<file path="config.mk">
export PLATFORM = sky130hd
export DESIGN_NAME = tsr_regs
export DESIGN_NICKNAME = d
export VERILOG_FILES = /design/src/rtl/tsr_pkg.sv /design/src/rtl/tsr_chan_if.sv /design/src/rtl/tsr_chan.sv /design/src/rtl/tsr_regs.sv
export SDC_FILE = /design/constraint.sdc
export NUM_CORES = 1
export LEC_CHECK = 0
export ABC_AREA = 1
export BUFFER_PORTS_ARGS = -buffer_cell sky130_fd_sc_hd__buf_2
export CORE_ASPECT_RATIO = 1.2
export CORE_MARGIN = 2
export CORE_UTILIZATION = 45
export DETAILED_ROUTE_END_ITERATION = 10
export PLACE_DENSITY = 0.68
export SLEW_MARGIN = 10
export SYNTH_ARGS = -nofsm -noshare
export SYNTH_HDL_FRONTEND = slang
export SYNTH_HIERARCHICAL = 1
export SYNTH_SLANG_ARGS = --single-unit
export TNS_END_PERCENT = 100
</file>
<file path="constraint.sdc">
create_clock -name clk -period 1.35 [get_ports clk]
set_input_delay 0.135 -clock clk [delete_from_list [all_inputs] [get_ports clk]]
set_output_delay 0.135 -clock clk [all_outputs]
set_load 0.005 [all_outputs]
</file>
<file path="src/rtl/tsr_pkg.sv">
// Constants shared by the temperature result and limit register block.
// Assumes an 8-bit register port driven by the serial bus engine in front.
//
// How it works
// - Reading any channel's integer byte copies that channel's fraction into its shadow.
// - Reading a fraction byte returns the shadow, matching the last integer read.
// - Each further integer byte read refreshes the shadow, fraction read or not.
// - Every result is held as eleven bits: integer byte plus fraction bits.
// - Integer byte carries plain binary weights, 128 down to 1.
// - Fraction is left-aligned: half, quarter, eighth; lower five bits read zero.
// - One shared hysteresis byte for all critical limits, reset to ten degrees.
// - Writable alert queue control byte, reset to its given value.
// - Upper-limit flags clear when read; reset to zero.
// - Lower-limit flags clear when read; reset to zero.
// - Critical-limit flags are read-only and a read leaves them alone.
// - Internal and third external channel critical limits, writable, reset 85 degrees.
// - Third external upper/lower limits in integer and fraction bytes, upper integer 85.
// - Ideality bytes for external channels one to three, reset to 1.008 code.
// - Beta settings for external channels one and two with their own resets.
// - Writable filter control for the first external channel, reset to zero.
// - Fixed identification bytes that writes never change.
package tsr_pkg;

    // Widths
    localparam int          TEMP_W     = 11;
    localparam int          FRAC_W     = 3;
    localparam int          INT_W      = 8;
    localparam int          NUM_CH     = 4;
    localparam logic [7:0]  FRAC_MASK  = 8'hE0;
    localparam logic [7:0]  ZERO_BYTE  = 8'h00;

    // Channel numbering, also the bit position in the flag bytes
    localparam int          CH_INT     = 0;
    localparam int          CH_EXT1    = 1;
    localparam int          CH_EXT2    = 2;
    localparam int          CH_EXT3    = 3;

    // Register offsets
    localparam logic [7:0]  A_INT_HI    = 8'h00;
    localparam logic [7:0]  A_EXT1_HI   = 8'h01;
    localparam logic [7:0]  A_EXT1_LO   = 8'h10;
    localparam logic [7:0]  A_INT_CRIT  = 8'h20;
    localparam logic [7:0]  A_HYST      = 8'h21;
    localparam logic [7:0]  A_QUEUE     = 8'h22;
    localparam logic [7:0]  A_EXT2_HI   = 8'h23;
    localparam logic [7:0]  A_EXT2_LO   = 8'h24;
    localparam logic [7:0]  A_BETA1     = 8'h25;
    localparam logic [7:0]  A_BETA2     = 8'h26;
    localparam logic [7:0]  A_IDEAL1    = 8'h27;
    localparam logic [7:0]  A_IDEAL2    = 8'h28;
    localparam logic [7:0]  A_INT_LO    = 8'h29;
    localparam logic [7:0]  A_EXT3_HI   = 8'h2A;
    localparam logic [7:0]  A_EXT3_LO   = 8'h2B;
    localparam logic [7:0]  A_E3_UP_INT = 8'h2C;
    localparam logic [7:0]  A_E3_LO_INT = 8'h2D;
    localparam logic [7:0]  A_E3_UP_FR  = 8'h2E;
    localparam logic [7:0]  A_E3_LO_FR  = 8'h2F;
    localparam logic [7:0]  A_EXT3_CRIT = 8'h30;
    localparam logic [7:0]  A_IDEAL3    = 8'h31;
    localparam logic [7:0]  A_UP_FLAGS  = 8'h35;
    localparam logic [7:0]  A_LO_FLAGS  = 8'h36;
    localparam logic [7:0]  A_CRIT_FLAGS= 8'h37;
    localparam logic [7:0]  A_FILTER    = 8'h40;
    localparam logic [7:0]  A_PART_ID   = 8'hFD;
    localparam logic [7:0]  A_MAKER_ID  = 8'hFE;
    localparam logic [7:0]  A_REV_ID    = 8'hFF;

    // Reset values
    localparam logic [7:0]  R_CRIT      = 8'h55;
    localparam logic [7:0]  R_HYST      = 8'h0A;
    localparam logic [7:0]  R_QUEUE     = 8'h70;
    localparam logic [7:0]  R_BETA1     = 8'h08;
    localparam logic [7:0]  R_BETA2     = 8'h07;
    localparam logic [7:0]  R_IDEAL     = 8'h12;
    localparam logic [7:0]  R_UP_INT    = 8'h55;
    localparam logic [7:0]  R_ZERO      = 8'h00;
    localparam logic [3:0]  R_FLAGS     = 4'h0;
    localparam logic [10:0] R_RESULT    = 11'h000;

endpackage

</file>
<file path="src/rtl/tsr_chan_if.sv">
// Link between the register block and one result/shadow channel.
// Assumes both ends share the block clock.
`timescale 1ns/100ps
interface tsr_chan_if;
    import tsr_pkg::*;
    logic              load;
    logic [TEMP_W-1:0] sample;
    logic              hi_rd;
    logic [INT_W-1:0]  hi_byte;
    logic [7:0]        lo_shadow;

    modport owner (output load, output sample, output hi_rd,
                   input hi_byte, input lo_shadow);
    modport chan  (input load, input sample, input hi_rd,
                   output hi_byte, output lo_shadow);
endinterface

</file>
<file path="src/rtl/tsr_chan.sv">
// One temperature channel: latest result and its shadowed fraction byte.
// Assumes load and hi_rd are single-cycle strobes from the register block.
`timescale 1ns/100ps
module tsr_chan
    import tsr_pkg::*;
(
    // Clock and control
    input  wire logic clk,
    input  wire logic rst,
    input  wire logic ce,
    // Channel link
    tsr_chan_if.chan  bus
);

    typedef struct packed {
        logic [TEMP_W-1:0] result;
        logic [7:0]        shadow;
    } tsr_chan_s;

    tsr_chan_s st_q;
    tsr_chan_s st_d;

    // Next state: new result, shadow copy on integer read
    always_comb begin
        st_d = st_q;
        if (bus.load) begin
            st_d.result = bus.sample;
        end
        if (bus.hi_rd) begin
            // Old result pairs with the integer byte returned this cycle
            st_d.shadow = {st_q.result[FRAC_W-1:0], {(8-FRAC_W){1'b0}}};
        end
    end

    // State register
    always_ff @(posedge clk) begin
        if (rst) begin
            st_q <= '{result: R_RESULT, shadow: R_ZERO};
        end else if (ce) begin
            st_q <= st_d;
        end
    end

    // Integer part, binary weights 128..1
    assign bus.hi_byte   = st_q.result[TEMP_W-1:FRAC_W];
    assign bus.lo_shadow = st_q.shadow;

endmodule

</file>
<file path="src/rtl/tsr_regs.sv">
// Result, limit, status and identification register bank of a
// four-channel temperature monitor.
// Assumes the serial bus engine gives one-cycle read and write strobes
// with an 8-bit address, and the measurement core gives results and
// limit events synchronous to clk.
`timescale 1ns/100ps
module tsr_regs
    import tsr_pkg::*;
#(
    // Identification codes, values arbitrary
    parameter logic [7:0] PART_ID  = 8'hA6,
    parameter logic [7:0] MAKER_ID = 8'h3C,
    parameter logic [7:0] REV_ID   = 8'h01
)(
    // Clock and control
    input  wire logic                   clk,
    input  wire logic                   rst,
    input  wire logic                   ce,
    // Register port
    input  wire logic [7:0]             reg_addr,
    input  wire logic                   reg_rd,
    input  wire logic                   reg_wr,
    input  wire logic [7:0]             reg_wdata,
    output logic      [7:0]             reg_rdata,
    output logic                        reg_rvalid,
    // Measurement results, one strobe per channel
    input  wire logic [NUM_CH-1:0]              sample_load,
    input  wire logic [NUM_CH-1:0][TEMP_W-1:0]  sample_data,
    // Limit events from the comparators
    input  wire logic [NUM_CH-1:0]      upper_hit,
    input  wire logic [NUM_CH-1:0]      lower_hit,
    input  wire logic [NUM_CH-1:0]      critical_hit,
    // Settings toward the measurement core
    output logic      [7:0]             int_critical_limit,
    output logic      [7:0]             critical_hysteresis,
    output logic      [7:0]             alert_queue_control,
    output logic      [7:0]             ext1_beta_setting,
    output logic      [7:0]             ext2_beta_setting,
    output logic      [7:0]             ext1_ideality,
    output logic      [7:0]             ext2_ideality,
    output logic      [7:0]             ext3_ideality,
    output logic      [7:0]             ext3_upper_int,
    output logic      [7:0]             ext3_lower_int,
    output logic      [7:0]             ext3_upper_frac,
    output logic      [7:0]             ext3_lower_frac,
    output logic      [7:0]             ext3_critical_limit,
    output logic      [7:0]             ext1_filter_control
);

    // ------------------------------------------------------------------
    // State
    // ------------------------------------------------------------------

    typedef struct packed {
        logic [7:0]        rdata;
        logic              rvalid;
        logic [7:0]        int_crit;
        logic [7:0]        hyst;
        logic [7:0]        queue;
        logic [7:0]        beta1;
        logic [7:0]        beta2;
        logic [7:0]        ideal1;
        logic [7:0]        ideal2;
        logic [7:0]        ideal3;
        logic [7:0]        e3_up_int;
        logic [7:0]        e3_lo_int;
        logic [7:0]        e3_up_fr;
        logic [7:0]        e3_lo_fr;
        logic [7:0]        e3_crit;
        logic [7:0]        filter;
        logic [NUM_CH-1:0] up_flags;
        logic [NUM_CH-1:0] lo_flags;
        logic [NUM_CH-1:0] crit_flags;
    } tsr_regs_s;

    localparam tsr_regs_s REGS_RST = '{
        rdata:      R_ZERO,
        rvalid:     1'b0,
        int_crit:   R_CRIT,
        hyst:       R_HYST,
        queue:      R_QUEUE,
        beta1:      R_BETA1,
        beta2:      R_BETA2,
        ideal1:     R_IDEAL,
        ideal2:     R_IDEAL,
        ideal3:     R_IDEAL,
        e3_up_int:  R_UP_INT,
        e3_lo_int:  R_ZERO,
        e3_up_fr:   R_ZERO,
        e3_lo_fr:   R_ZERO,
        e3_crit:    R_CRIT,
        filter:     R_ZERO,
        up_flags:   R_FLAGS,
        lo_flags:   R_FLAGS,
        crit_flags: R_FLAGS
    };

    tsr_regs_s st_q;
    tsr_regs_s st_d;

    // ------------------------------------------------------------------
    // Channels
    // ------------------------------------------------------------------

    tsr_chan_if ch_if [NUM_CH] ();

    logic [NUM_CH-1:0]            hi_rd;
    logic [NUM_CH-1:0][INT_W-1:0] hi_byte;
    logic [NUM_CH-1:0][7:0]       lo_shadow;

    // Integer-byte read strobes per channel
    always_comb begin
        hi_rd          = '0;
        hi_rd[CH_INT]  = reg_rd && (reg_addr == A_INT_HI);
        hi_rd[CH_EXT1] = reg_rd && (reg_addr == A_EXT1_HI);
        hi_rd[CH_EXT2] = reg_rd && (reg_addr == A_EXT2_HI);
        hi_rd[CH_EXT3] = reg_rd && (reg_addr == A_EXT3_HI);
    end

    // One result/shadow holder per channel
    for (genvar g = 0; g < NUM_CH; g++) begin : g_ch
        assign ch_if[g].load   = sample_load[g];
        assign ch_if[g].sample = sample_data[g];
        assign ch_if[g].hi_rd  = hi_rd[g];
        assign hi_byte[g]      = ch_if[g].hi_byte;
        assign lo_shadow[g]    = ch_if[g].lo_shadow;

        tsr_chan u_chan (
            .clk (clk),
            .rst (rst),
            .ce  (ce),
            .bus (ch_if[g])
        );
    end

    // ------------------------------------------------------------------
    // Read data selection
    // ------------------------------------------------------------------

    logic [7:0] rd_mux;

    // Register contents by address, unmapped reads give zero
    always_comb begin
        case (reg_addr)
            A_INT_HI:     rd_mux = hi_byte[CH_INT];
            A_EXT1_HI:    rd_mux = hi_byte[CH_EXT1];
            A_EXT2_HI:    rd_mux = hi_byte[CH_EXT2];
            A_EXT3_HI:    rd_mux = hi_byte[CH_EXT3];
            A_INT_LO:     rd_mux = lo_shadow[CH_INT];
            A_EXT1_LO:    rd_mux = lo_shadow[CH_EXT1];
            A_EXT2_LO:    rd_mux = lo_shadow[CH_EXT2];
            A_EXT3_LO:    rd_mux = lo_shadow[CH_EXT3];
            A_INT_CRIT:   rd_mux = st_q.int_crit;
            A_HYST:       rd_mux = st_q.hyst;
            A_QUEUE:      rd_mux = st_q.queue;
            A_BETA1:      rd_mux = st_q.beta1;
            A_BETA2:      rd_mux = st_q.beta2;
            A_IDEAL1:     rd_mux = st_q.ideal1;
            A_IDEAL2:     rd_mux = st_q.ideal2;
            A_IDEAL3:     rd_mux = st_q.ideal3;
            A_E3_UP_INT:  rd_mux = st_q.e3_up_int;
            A_E3_LO_INT:  rd_mux = st_q.e3_lo_int;
            A_E3_UP_FR:   rd_mux = st_q.e3_up_fr;
            A_E3_LO_FR:   rd_mux = st_q.e3_lo_fr;
            A_EXT3_CRIT:  rd_mux = st_q.e3_crit;
            A_UP_FLAGS:   rd_mux = {4'h0, st_q.up_flags};
            A_LO_FLAGS:   rd_mux = {4'h0, st_q.lo_flags};
            A_CRIT_FLAGS: rd_mux = {4'h0, st_q.crit_flags};
            A_FILTER:     rd_mux = st_q.filter;
            A_PART_ID:    rd_mux = PART_ID;
            A_MAKER_ID:   rd_mux = MAKER_ID;
            A_REV_ID:     rd_mux = REV_ID;
            default:      rd_mux = ZERO_BYTE;
        endcase
    end

    // ------------------------------------------------------------------
    // Next state
    // ------------------------------------------------------------------

    logic up_rd;
    logic lo_rd;

    assign up_rd = reg_rd && (reg_addr == A_UP_FLAGS);
    assign lo_rd = reg_rd && (reg_addr == A_LO_FLAGS);

    always_comb begin
        st_d        = st_q;
        st_d.rvalid = reg_rd;

        // Read data captured at the edge that takes the strobe
        if (reg_rd) begin
            st_d.rdata = rd_mux;
        end

        // Flags: a read clears, a new event in the same cycle wins
        if (up_rd) begin
            st_d.up_flags = R_FLAGS;
        end
        st_d.up_flags = st_d.up_flags | upper_hit;
        if (lo_rd) begin
            st_d.lo_flags = R_FLAGS;
        end
        st_d.lo_flags = st_d.lo_flags | lower_hit;

        // Critical flags follow the comparators, reads ignored
        st_d.crit_flags = critical_hit;

        // Writable settings; read-only addresses ignore writes
        if (reg_wr) begin
            case (reg_addr)
                A_INT_CRIT:  st_d.int_crit  = reg_wdata;
                A_HYST:      st_d.hyst      = reg_wdata;
                A_QUEUE:     st_d.queue     = reg_wdata;
                A_BETA1:     st_d.beta1     = reg_wdata;
                A_BETA2:     st_d.beta2     = reg_wdata;
                A_IDEAL1:    st_d.ideal1    = reg_wdata;
                A_IDEAL2:    st_d.ideal2    = reg_wdata;
                A_IDEAL3:    st_d.ideal3    = reg_wdata;
                A_E3_UP_INT: st_d.e3_up_int = reg_wdata;
                A_E3_LO_INT: st_d.e3_lo_int = reg_wdata;
                A_E3_UP_FR:  st_d.e3_up_fr  = reg_wdata & FRAC_MASK;
                A_E3_LO_FR:  st_d.e3_lo_fr  = reg_wdata & FRAC_MASK;
                A_EXT3_CRIT: st_d.e3_crit   = reg_wdata;
                A_FILTER:    st_d.filter    = reg_wdata;
                default: begin
                    // Identification, results and flags: writes dropped
                    st_d.rdata = st_d.rdata;
                end
            endcase
        end
    end

    // ------------------------------------------------------------------
    // State register
    // ------------------------------------------------------------------

    // Synchronous reset; clock enable freezes everything
    always_ff @(posedge clk) begin
        if (rst) begin
            st_q <= REGS_RST;
        end else if (ce) begin
            st_q <= st_d;
        end
    end

    // ------------------------------------------------------------------
    // Outputs, all straight from the state register
    // ------------------------------------------------------------------

    assign reg_rdata           = st_q.rdata;
    assign reg_rvalid          = st_q.rvalid;
    assign int_critical_limit  = st_q.int_crit;
    assign critical_hysteresis = st_q.hyst;
    assign alert_queue_control = st_q.queue;
    assign ext1_beta_setting   = st_q.beta1;
    assign ext2_beta_setting   = st_q.beta2;
    assign ext1_ideality       = st_q.ideal1;
    assign ext2_ideality       = st_q.ideal2;
    assign ext3_ideality       = st_q.ideal3;
    assign ext3_upper_int      = st_q.e3_up_int;
    assign ext3_lower_int      = st_q.e3_lo_int;
    assign ext3_upper_frac     = st_q.e3_up_fr;
    assign ext3_lower_frac     = st_q.e3_lo_fr;
    assign ext3_critical_limit = st_q.e3_crit;
    assign ext1_filter_control = st_q.filter;

endmodule

</file>
==> results.txt, run 1 <==
outcome = finished, final reports clean
pwr/cell area = 992 nW/um^2
Ant. Diodes = 0
Fmax = 0.793 GHz
ANT nets after route = 0
total number of vias = 9826
# nets final = 1750
worst r2r src = ext3_lower_frac[6]$_SDFFE_PP0P_
CP most frequent cell = nand2_1
Initial Utilization = 45.5%
first-pass GRT wire length = 50000 microns
Cell variety after synth = 30
I/O Buffers = 191
largest family of logic cells by synthesized area = simple AND/OR/NAND/NOR gates
total CTS buffers = 17
Finish-stage setup viols = 0
clk_lat worst skew = 0.44 ns
crit end category = flip-flop
vias in the first global route = 9202
Synth area leaders = dfxtp_1, buf_4, nand2_1
GRT Overall Usage = 27.2%
H-tree lvl count = 4
DRT iter0 DRCs = 846
Syn Area/Cell = 6.66 sq um
final hold violation count = 0
Critical-path top delay cell = nor2_1
largest net degree at the start of global routing = 81
FF-to-FF setup slack = 0.10 ns
Worst Path Buf+Inv = 4
Peak VDD IR = 0.852 mV
Die Ht = 169 microns
Synth Area in XOR/XNOR = 0%
CP Data Arrival Time = 1.59 ns
Synth Instances = 1525
FF-to-FF path depth = 8
Maximum Capacitance Violations = 0
CP cell instances = buf_2 > inv_1 > nand2_1 > nor2_4 > buf_12 > buf_12 > nand3_1 > nand2_1 > nor2_1 > nand2_1 > nor2_1 > nand2_1 > nand2_1 > a21oi_2
dpl cells = 1873
crit path launch = reg_addr[7]
Synth Cell Area = 10200 sq um
largest area contributor in the netlist = dfxtp_1
CP max FO = 18
synthesized-area fraction occupied by adder cells = 0%
sequential area share after synthesis = 35.3%
Congestion Overflow GR = 0
drt wl/cell = 16.7 microns
Worst EP required = 1.68 ns
final total power = 0.0117 W
Yosys reg bits = 179
Final Cycle Share = 93.4%
initial antenna violation count = 0
drt first pass iters = 5
standby leakage power = 5.97 nW
FP Rows = 60
Routed Wire Length = 32700 microns
Clock Skew = 0.0125 ns
min-delay worst type = input pin to flip-flop
Clock Sink Count = 179
area of the multi-input gates = 4530 sq um
Top delay family on crit path = simple AND/OR/NAND/NOR gates
final cell count without fillers = 1961
die width = 141 microns
Placed Area = 10700 sq um
startpoint of the worst hold path = reg_wdata[4]
Stages on worst setup path = 14
slowest stage delay, CP = 0.17 ns
critical path endpoint = reg_rdata[5]$_SDFFE_PP0P_
yosys warns = 6
DRC viols = 0
post-synthesis simple-gate area fraction = 37.5%
max-slew violations = 0
die area = 23800 sq um
CTS clk-pin slew, worst paths = 0.08 ns
io pins = 202
top-area cell type share of the netlist area = 35.3%
Setup CP Type = input pin to flip-flop
CTS tree = built
global placer's final weighted congestion = 0.997
FF/Latch Area = 3580 sq um
reg2reg end = reg_rdata[6]$_SDFFE_PP0P_
Synth Area in Compound Gates = 6.02%
mux cell area share after synthesis = 0%
clk buf depth = 2
layout cells sized above 1 = 23.4%
final instance area = 11800 sq um
area delta synth->final = 16.6%
vias per cell = 5.01
hpwl dp = 24400 microns
cell at the root of the clock tree = clkbuf_16
crit path time final = 1.26 ns
CORE AREA = 22300 sq um
Min Hold Slack = 0.127 ns
startpoint types = input pin
number of fill cells in the layout = 2189
RSZ-0062 raised after global routing = no
## power by group
group | internal (W) | switching (W) | total, W
sequential | 0.00540 | 0.0000917 | 0.00549
combinational | 0.000460 | 0.000658 | 0.00112
clock | 0.00286 | 0.00228 | 0.00514
## sequential cells by signal, indices dropped and copies added, names as in the netlist, 12 cells and up
name                       cells
g_ch.u_chan/st_q              12
g_ch.u_chan/bus.hi_byte       32
g_ch.u_chan/bus.lo_shadow     12
st_q                          12
## worst min path at each step
| stage | cells past startpoint | slack [ns] | to |
|---|---|---|---|
| 5_1_grt | 3 | 0.13 | ext2_ideality[4]$_SDFFE_PP1P_ |
| 4_1_cts | 3 | 0.10 | ext2_ideality[4]$_SDFFE_PP1P_ |
| 6_report | 3 | 0.13 | ext2_ideality[4]$_SDFFE_PP1P_ |
| 3_5_place_dp | 3 | 0.36 | g_ch[0].u_chan/st_q[8]$_SDFFE_PP0P_ |
| 3_3_place_gp | 3 | 0.36 | g_ch[2].u_chan/bus.hi_byte[2]$_SDFFE_PP0P_ |
| 2_1_floorplan | 2 | 0.27 | st_q[3]$_SDFFE_PP0P_ |
## through the flow
stage / utilization, % / worst slack, ns / TNS (ns)
after floorplan: - / 0.0558 / 0
after global placement: 47.9 / -0.328 / -14.45
after detailed placement: 47.9 / -0.331 / -16.61
after CTS: 53.1 / 0.0550 / 0
after global routing: 53.1 / 0.0103 / 0
final: 53.1 / 0.0887 / 0
## synthesized netlist by cell type, drive strengths merged
library cell and count:
o211ai 2, buf 218, dfxtp 179, o22ai 1, inv 104, nand3 177
clkinv 3, nor2 275, nand2 408, clkbuf 22, nor4 2, and2 1
nor3 2, conb 5, a21oi 58, nand4 14, o21ai 54
## area by class of cell
cell class	count	share of cell area [%]
inverters	107	3.40
repair buffers	340	20.1
well taps	279	2.95
clock buffers	19	3.82
multi-input cells	1024	38.3
clock inverters	13	1.24
flip-flops and latches	179	30.3
## logic make-up after synthesis
| group | after synthesis |
|---|---|
| and+or+nand+nor | 879 |
| other | 5 |
| buffers and inverters | 347 |
| AOI/OAI and AO/OA | 115 |
| DFF | 179 |
## worst min-delay path: cells and delay by family
family / cells / cell delay [ns]
buffers and inverters: 1 / 0.22
AND/OR/NAND/NOR: 2 / 0.16
## timing repair
item,4_1_cts,5_1_grt
hold buffers,56,0
buffers inserted,0,0
resized for setup,0,2
endpoints found under the hold margin,56,0
setup endpoints to repair,0,2
## per-layer routing
| layer | wire, microns | GRT usage [%] | vias to the layer above |
|---|---|---|---|
| li1 | - | - | 4856 |
| met1 | 13600 | 33.3 | 4486 |
| met2 | 15500 | 45.8 | 388 |
| met3 | 1970 | 4.95 | 96 |
| met4 | 1600 | 13.3 | 0 |
| met5 | 0 | 0 | - |
## layout by cell type, fill, tap and decap left out, drive strengths merged, types with 2 or more instances in the layout
cell / count
a21oi: 58
buf: 284
bufinv: 2
clkbuf: 19
clkinv: 7
clkinvlp: 2
conb: 30
dfxtp: 179
dlygate4sd3: 56
inv: 109
nand2: 408
nand3: 177
nand4: 14
nor2: 275
nor3: 2
nor4: 2
o211ai: 2
o21ai: 54
Power figures use the tool's default switching activity.
==> run 2: changes to the inputs <==
Settings changed: CORE_UTILIZATION 45 to 25, PLACE_DENSITY 0.68 to 0.42.
==> results.txt, run 2 (synthesis results as in run 1) <==
final worst slack = 0.0319 ns (was 0.0887 ns)
FP Rows = 80 (was 60)
# nets final = 1767 (was 1750)
FF-to-FF setup slack = 0.03 ns (was 0.10 ns)
first-pass GRT wire length = 58000 microns (was 50000 microns)
cell at the root of the clock tree = clkbuf_16 (unchanged)
crit path launch = ext3_lower_frac[6]$_SDFFE_PP0P_ (was reg_addr[7])
ANT nets after route = 0 (unchanged)
min-delay worst type = input pin to flip-flop (unchanged)
Placed Area = 11100 sq um (was 10700 sq um)
FF/Latch Area = 3580 sq um (about the same)
total CTS buffers = 17 (unchanged)
die area = 42300 sq um (was 23800 sq um)
io pins = 202 (unchanged)
DRT iter0 DRCs = 732 (was 846)
largest net degree at the start of global routing = 81 (unchanged)
crit end category = flip-flop (unchanged)
I/O Buffers = 191 (unchanged)
GRT Overall Usage = 18.5% (was 27.2%)
vias per cell = 4.33 (was 5.01)
Die Ht = 225 microns (was 169 microns)
Congestion Overflow GR = 0 (unchanged)
vias in the first global route = 9179 (was 9202)
leading cell type in the layout, fill and taps excluded = nand2_1 (unchanged)
standby leakage power = 6.09 nW (was 5.97 nW)
area of the multi-input gates = 4560 sq um (was 4530 sq um)
initial antenna violation count = 3 (was 0)
Setup CP Type = flip-flop to flip-flop (was input pin to flip-flop)
Initial Utilization = 25.4% (was 45.5%)
crit path time final = 1.32 ns (was 1.26 ns)
outcome = finished, final reports clean (unchanged)
hpwl dp = 30400 microns (was 24400 microns)
Clock Sink Count = 179 (unchanged)
total number of vias = 9672 (was 9826)
CTS clk-pin slew, worst paths = 0.08 ns (about the same)
die width = 188 microns (was 141 microns)
RSZ-0062 raised after global routing = yes (was no)
clk_lat worst skew = 0.45 ns (was 0.44 ns)
Routed Wire Length = 39700 microns (was 32700 microns)
max-slew violations = 0 (unchanged)
drt wl/cell = 17.8 microns (was 16.7 microns)
area delta synth->final = 22.1% (was 16.6%)
Clock Skew = 0.0119 ns (was 0.0125 ns)
CTS tree = built (unchanged)
DRC viols = 0 (unchanged)
final hold violation count = 0 (unchanged)
clk buf depth = 2 (unchanged)
final instance area = 12400 sq um (was 11800 sq um)
startpoint types = flip-flop (was input pin)
P_int = 0.00887 W (was 0.00871 W)
drt first pass iters = 5 (unchanged)
global placer's final weighted congestion = 0.880 (was 0.997)
commonest cells after routing, fill and taps aside = nand2_1, nor2_1, buf_2 (unchanged)
Worst EP required = 1.68 ns (about the same)
pwr/cell area = 972 nW/um^2 (was 992 nW/um^2)
power share of the clock group = 44.8% (was 43.7%)
Peak VDD IR = 0.890 mV (was 0.852 mV)
switching part of the total = 26.4% (was 25.8%)
CP Data Arrival Time = 1.65 ns (was 1.59 ns)
sequential share of power = 45.5% (was 46.7%)
combinational group share of total power = 9.7% (was 9.5%)
worst-margin pin slew = 0.524 ns
Final Cycle Share = 97.6% (was 93.4%)
Fmax = 0.759 GHz (was 0.793 GHz)
startpoint of the worst hold path = reg_wdata[4] (unchanged)
switching power = 0.00318 W (was 0.00303 W)
CP max FO = 3 (was 18)
Total Negative Setup Slacks = 0 ns (unchanged)
H-tree lvl count = 4 (unchanged)
Largest register FFs = 32 (unchanged)
layout cells sized above 1 = 24.9% (was 23.4%)
Maximum Capacitance Violations = 0 (unchanged)
number of fill cells in the layout = 4416 (was 2189)
Slew Limit Headroom = 65.1%
DP Worst Slack = -0.550 ns (was -0.331 ns)
CORE AREA = 39900 sq um (was 22300 sq um)
worst r2r src = ext3_lower_frac[6]$_SDFFE_PP0P_ (unchanged)
Finish-stage setup viols = 0 (unchanged)
[run 2: timing repair]
| action | CTS | global route |
|---|---|---|
| buffers inserted | 1 | 5 |
| pin swaps | 1 | 7 |
| hold buffers | 56 | 0 |
| gates cloned | 1 | 1 |
| setup endpoints to repair | 3 | 9 |
| resized for setup | 4 | 12 |
| hold endpoints to repair | 56 | 0 |
[run 2: worst max-delay path: stages, from the launching register on]
cell and delay, ns:
dfxtp_1 0.36, nand3_1 0.17, nand2_1 0.09, nor2_1 0.17
nand2_1 0.09, nor2_2 0.14, nand2_1 0.07, nand2_1 0.07
a21oi_2 0.05
[run 2: final cells by class]
class	count	area share (%)
Multi-Input combinational cell	1024	36.8
Sequential cell	179	28.9
Timing Repair Buffer	357	20.7
Tap cell	533	5.38
Clock buffer	18	3.54
Inverter	107	3.25
Clock inverter	13	1.41
Antenna cell	1	0.0202
[run 2: final timing paths]
path	cells past startpoint	end
max reg2reg	8	reg_rdata[6]$_SDFFE_PP0P_
min	3	critical_hysteresis[4]$_SDFFE_PP0P_
min reg2reg	2	reg_rvalid$_SDFFE_PP0P_
max	8	reg_rdata[6]$_SDFFE_PP0P_
[run 2: power groups by stage]
stage | logic, W | registers, W | clock network, W
floorplan | 0.000711 | 0.00556 | 0
global placement | 0.00102 | 0.00561 | 0
detailed placement | 0.00102 | 0.00561 | 0
CTS | 0.00116 | 0.00548 | 0.00554
global route | 0.00130 | 0.00549 | 0.00573
finish | 0.00117 | 0.00548 | 0.00540
[run 2: metrics by stage]
stage | cells | hold slack (ns) | power (W) | util [%]
global placement | 2136 | 0.355 | 0.00663 | 27.7
floorplan | 1550 | 0.270 | 0.00628 | -
finish | 2232 | 0.128 | 0.0121 | 31.1
CTS | 2225 | 0.101 | 0.0122 | 30.8
global route | 2232 | 0.112 | 0.0125 | 31.1
detailed placement | 2136 | 0.363 | 0.00663 | 27.7
[run 2: metal layers]
| layer | part of all wire (%) | global-route usage, % | wire length [microns] |
|---|---|---|---|
| met2 | 50 | 32.7 | 20000 |
| met1 | 43 | 23.0 | 17000 |
| met3 | 4.5 | 3.00 | 1800 |
| met4 | 2.2 | 5.66 | 883 |
| met5 | 0.053 | 0 | 21 |
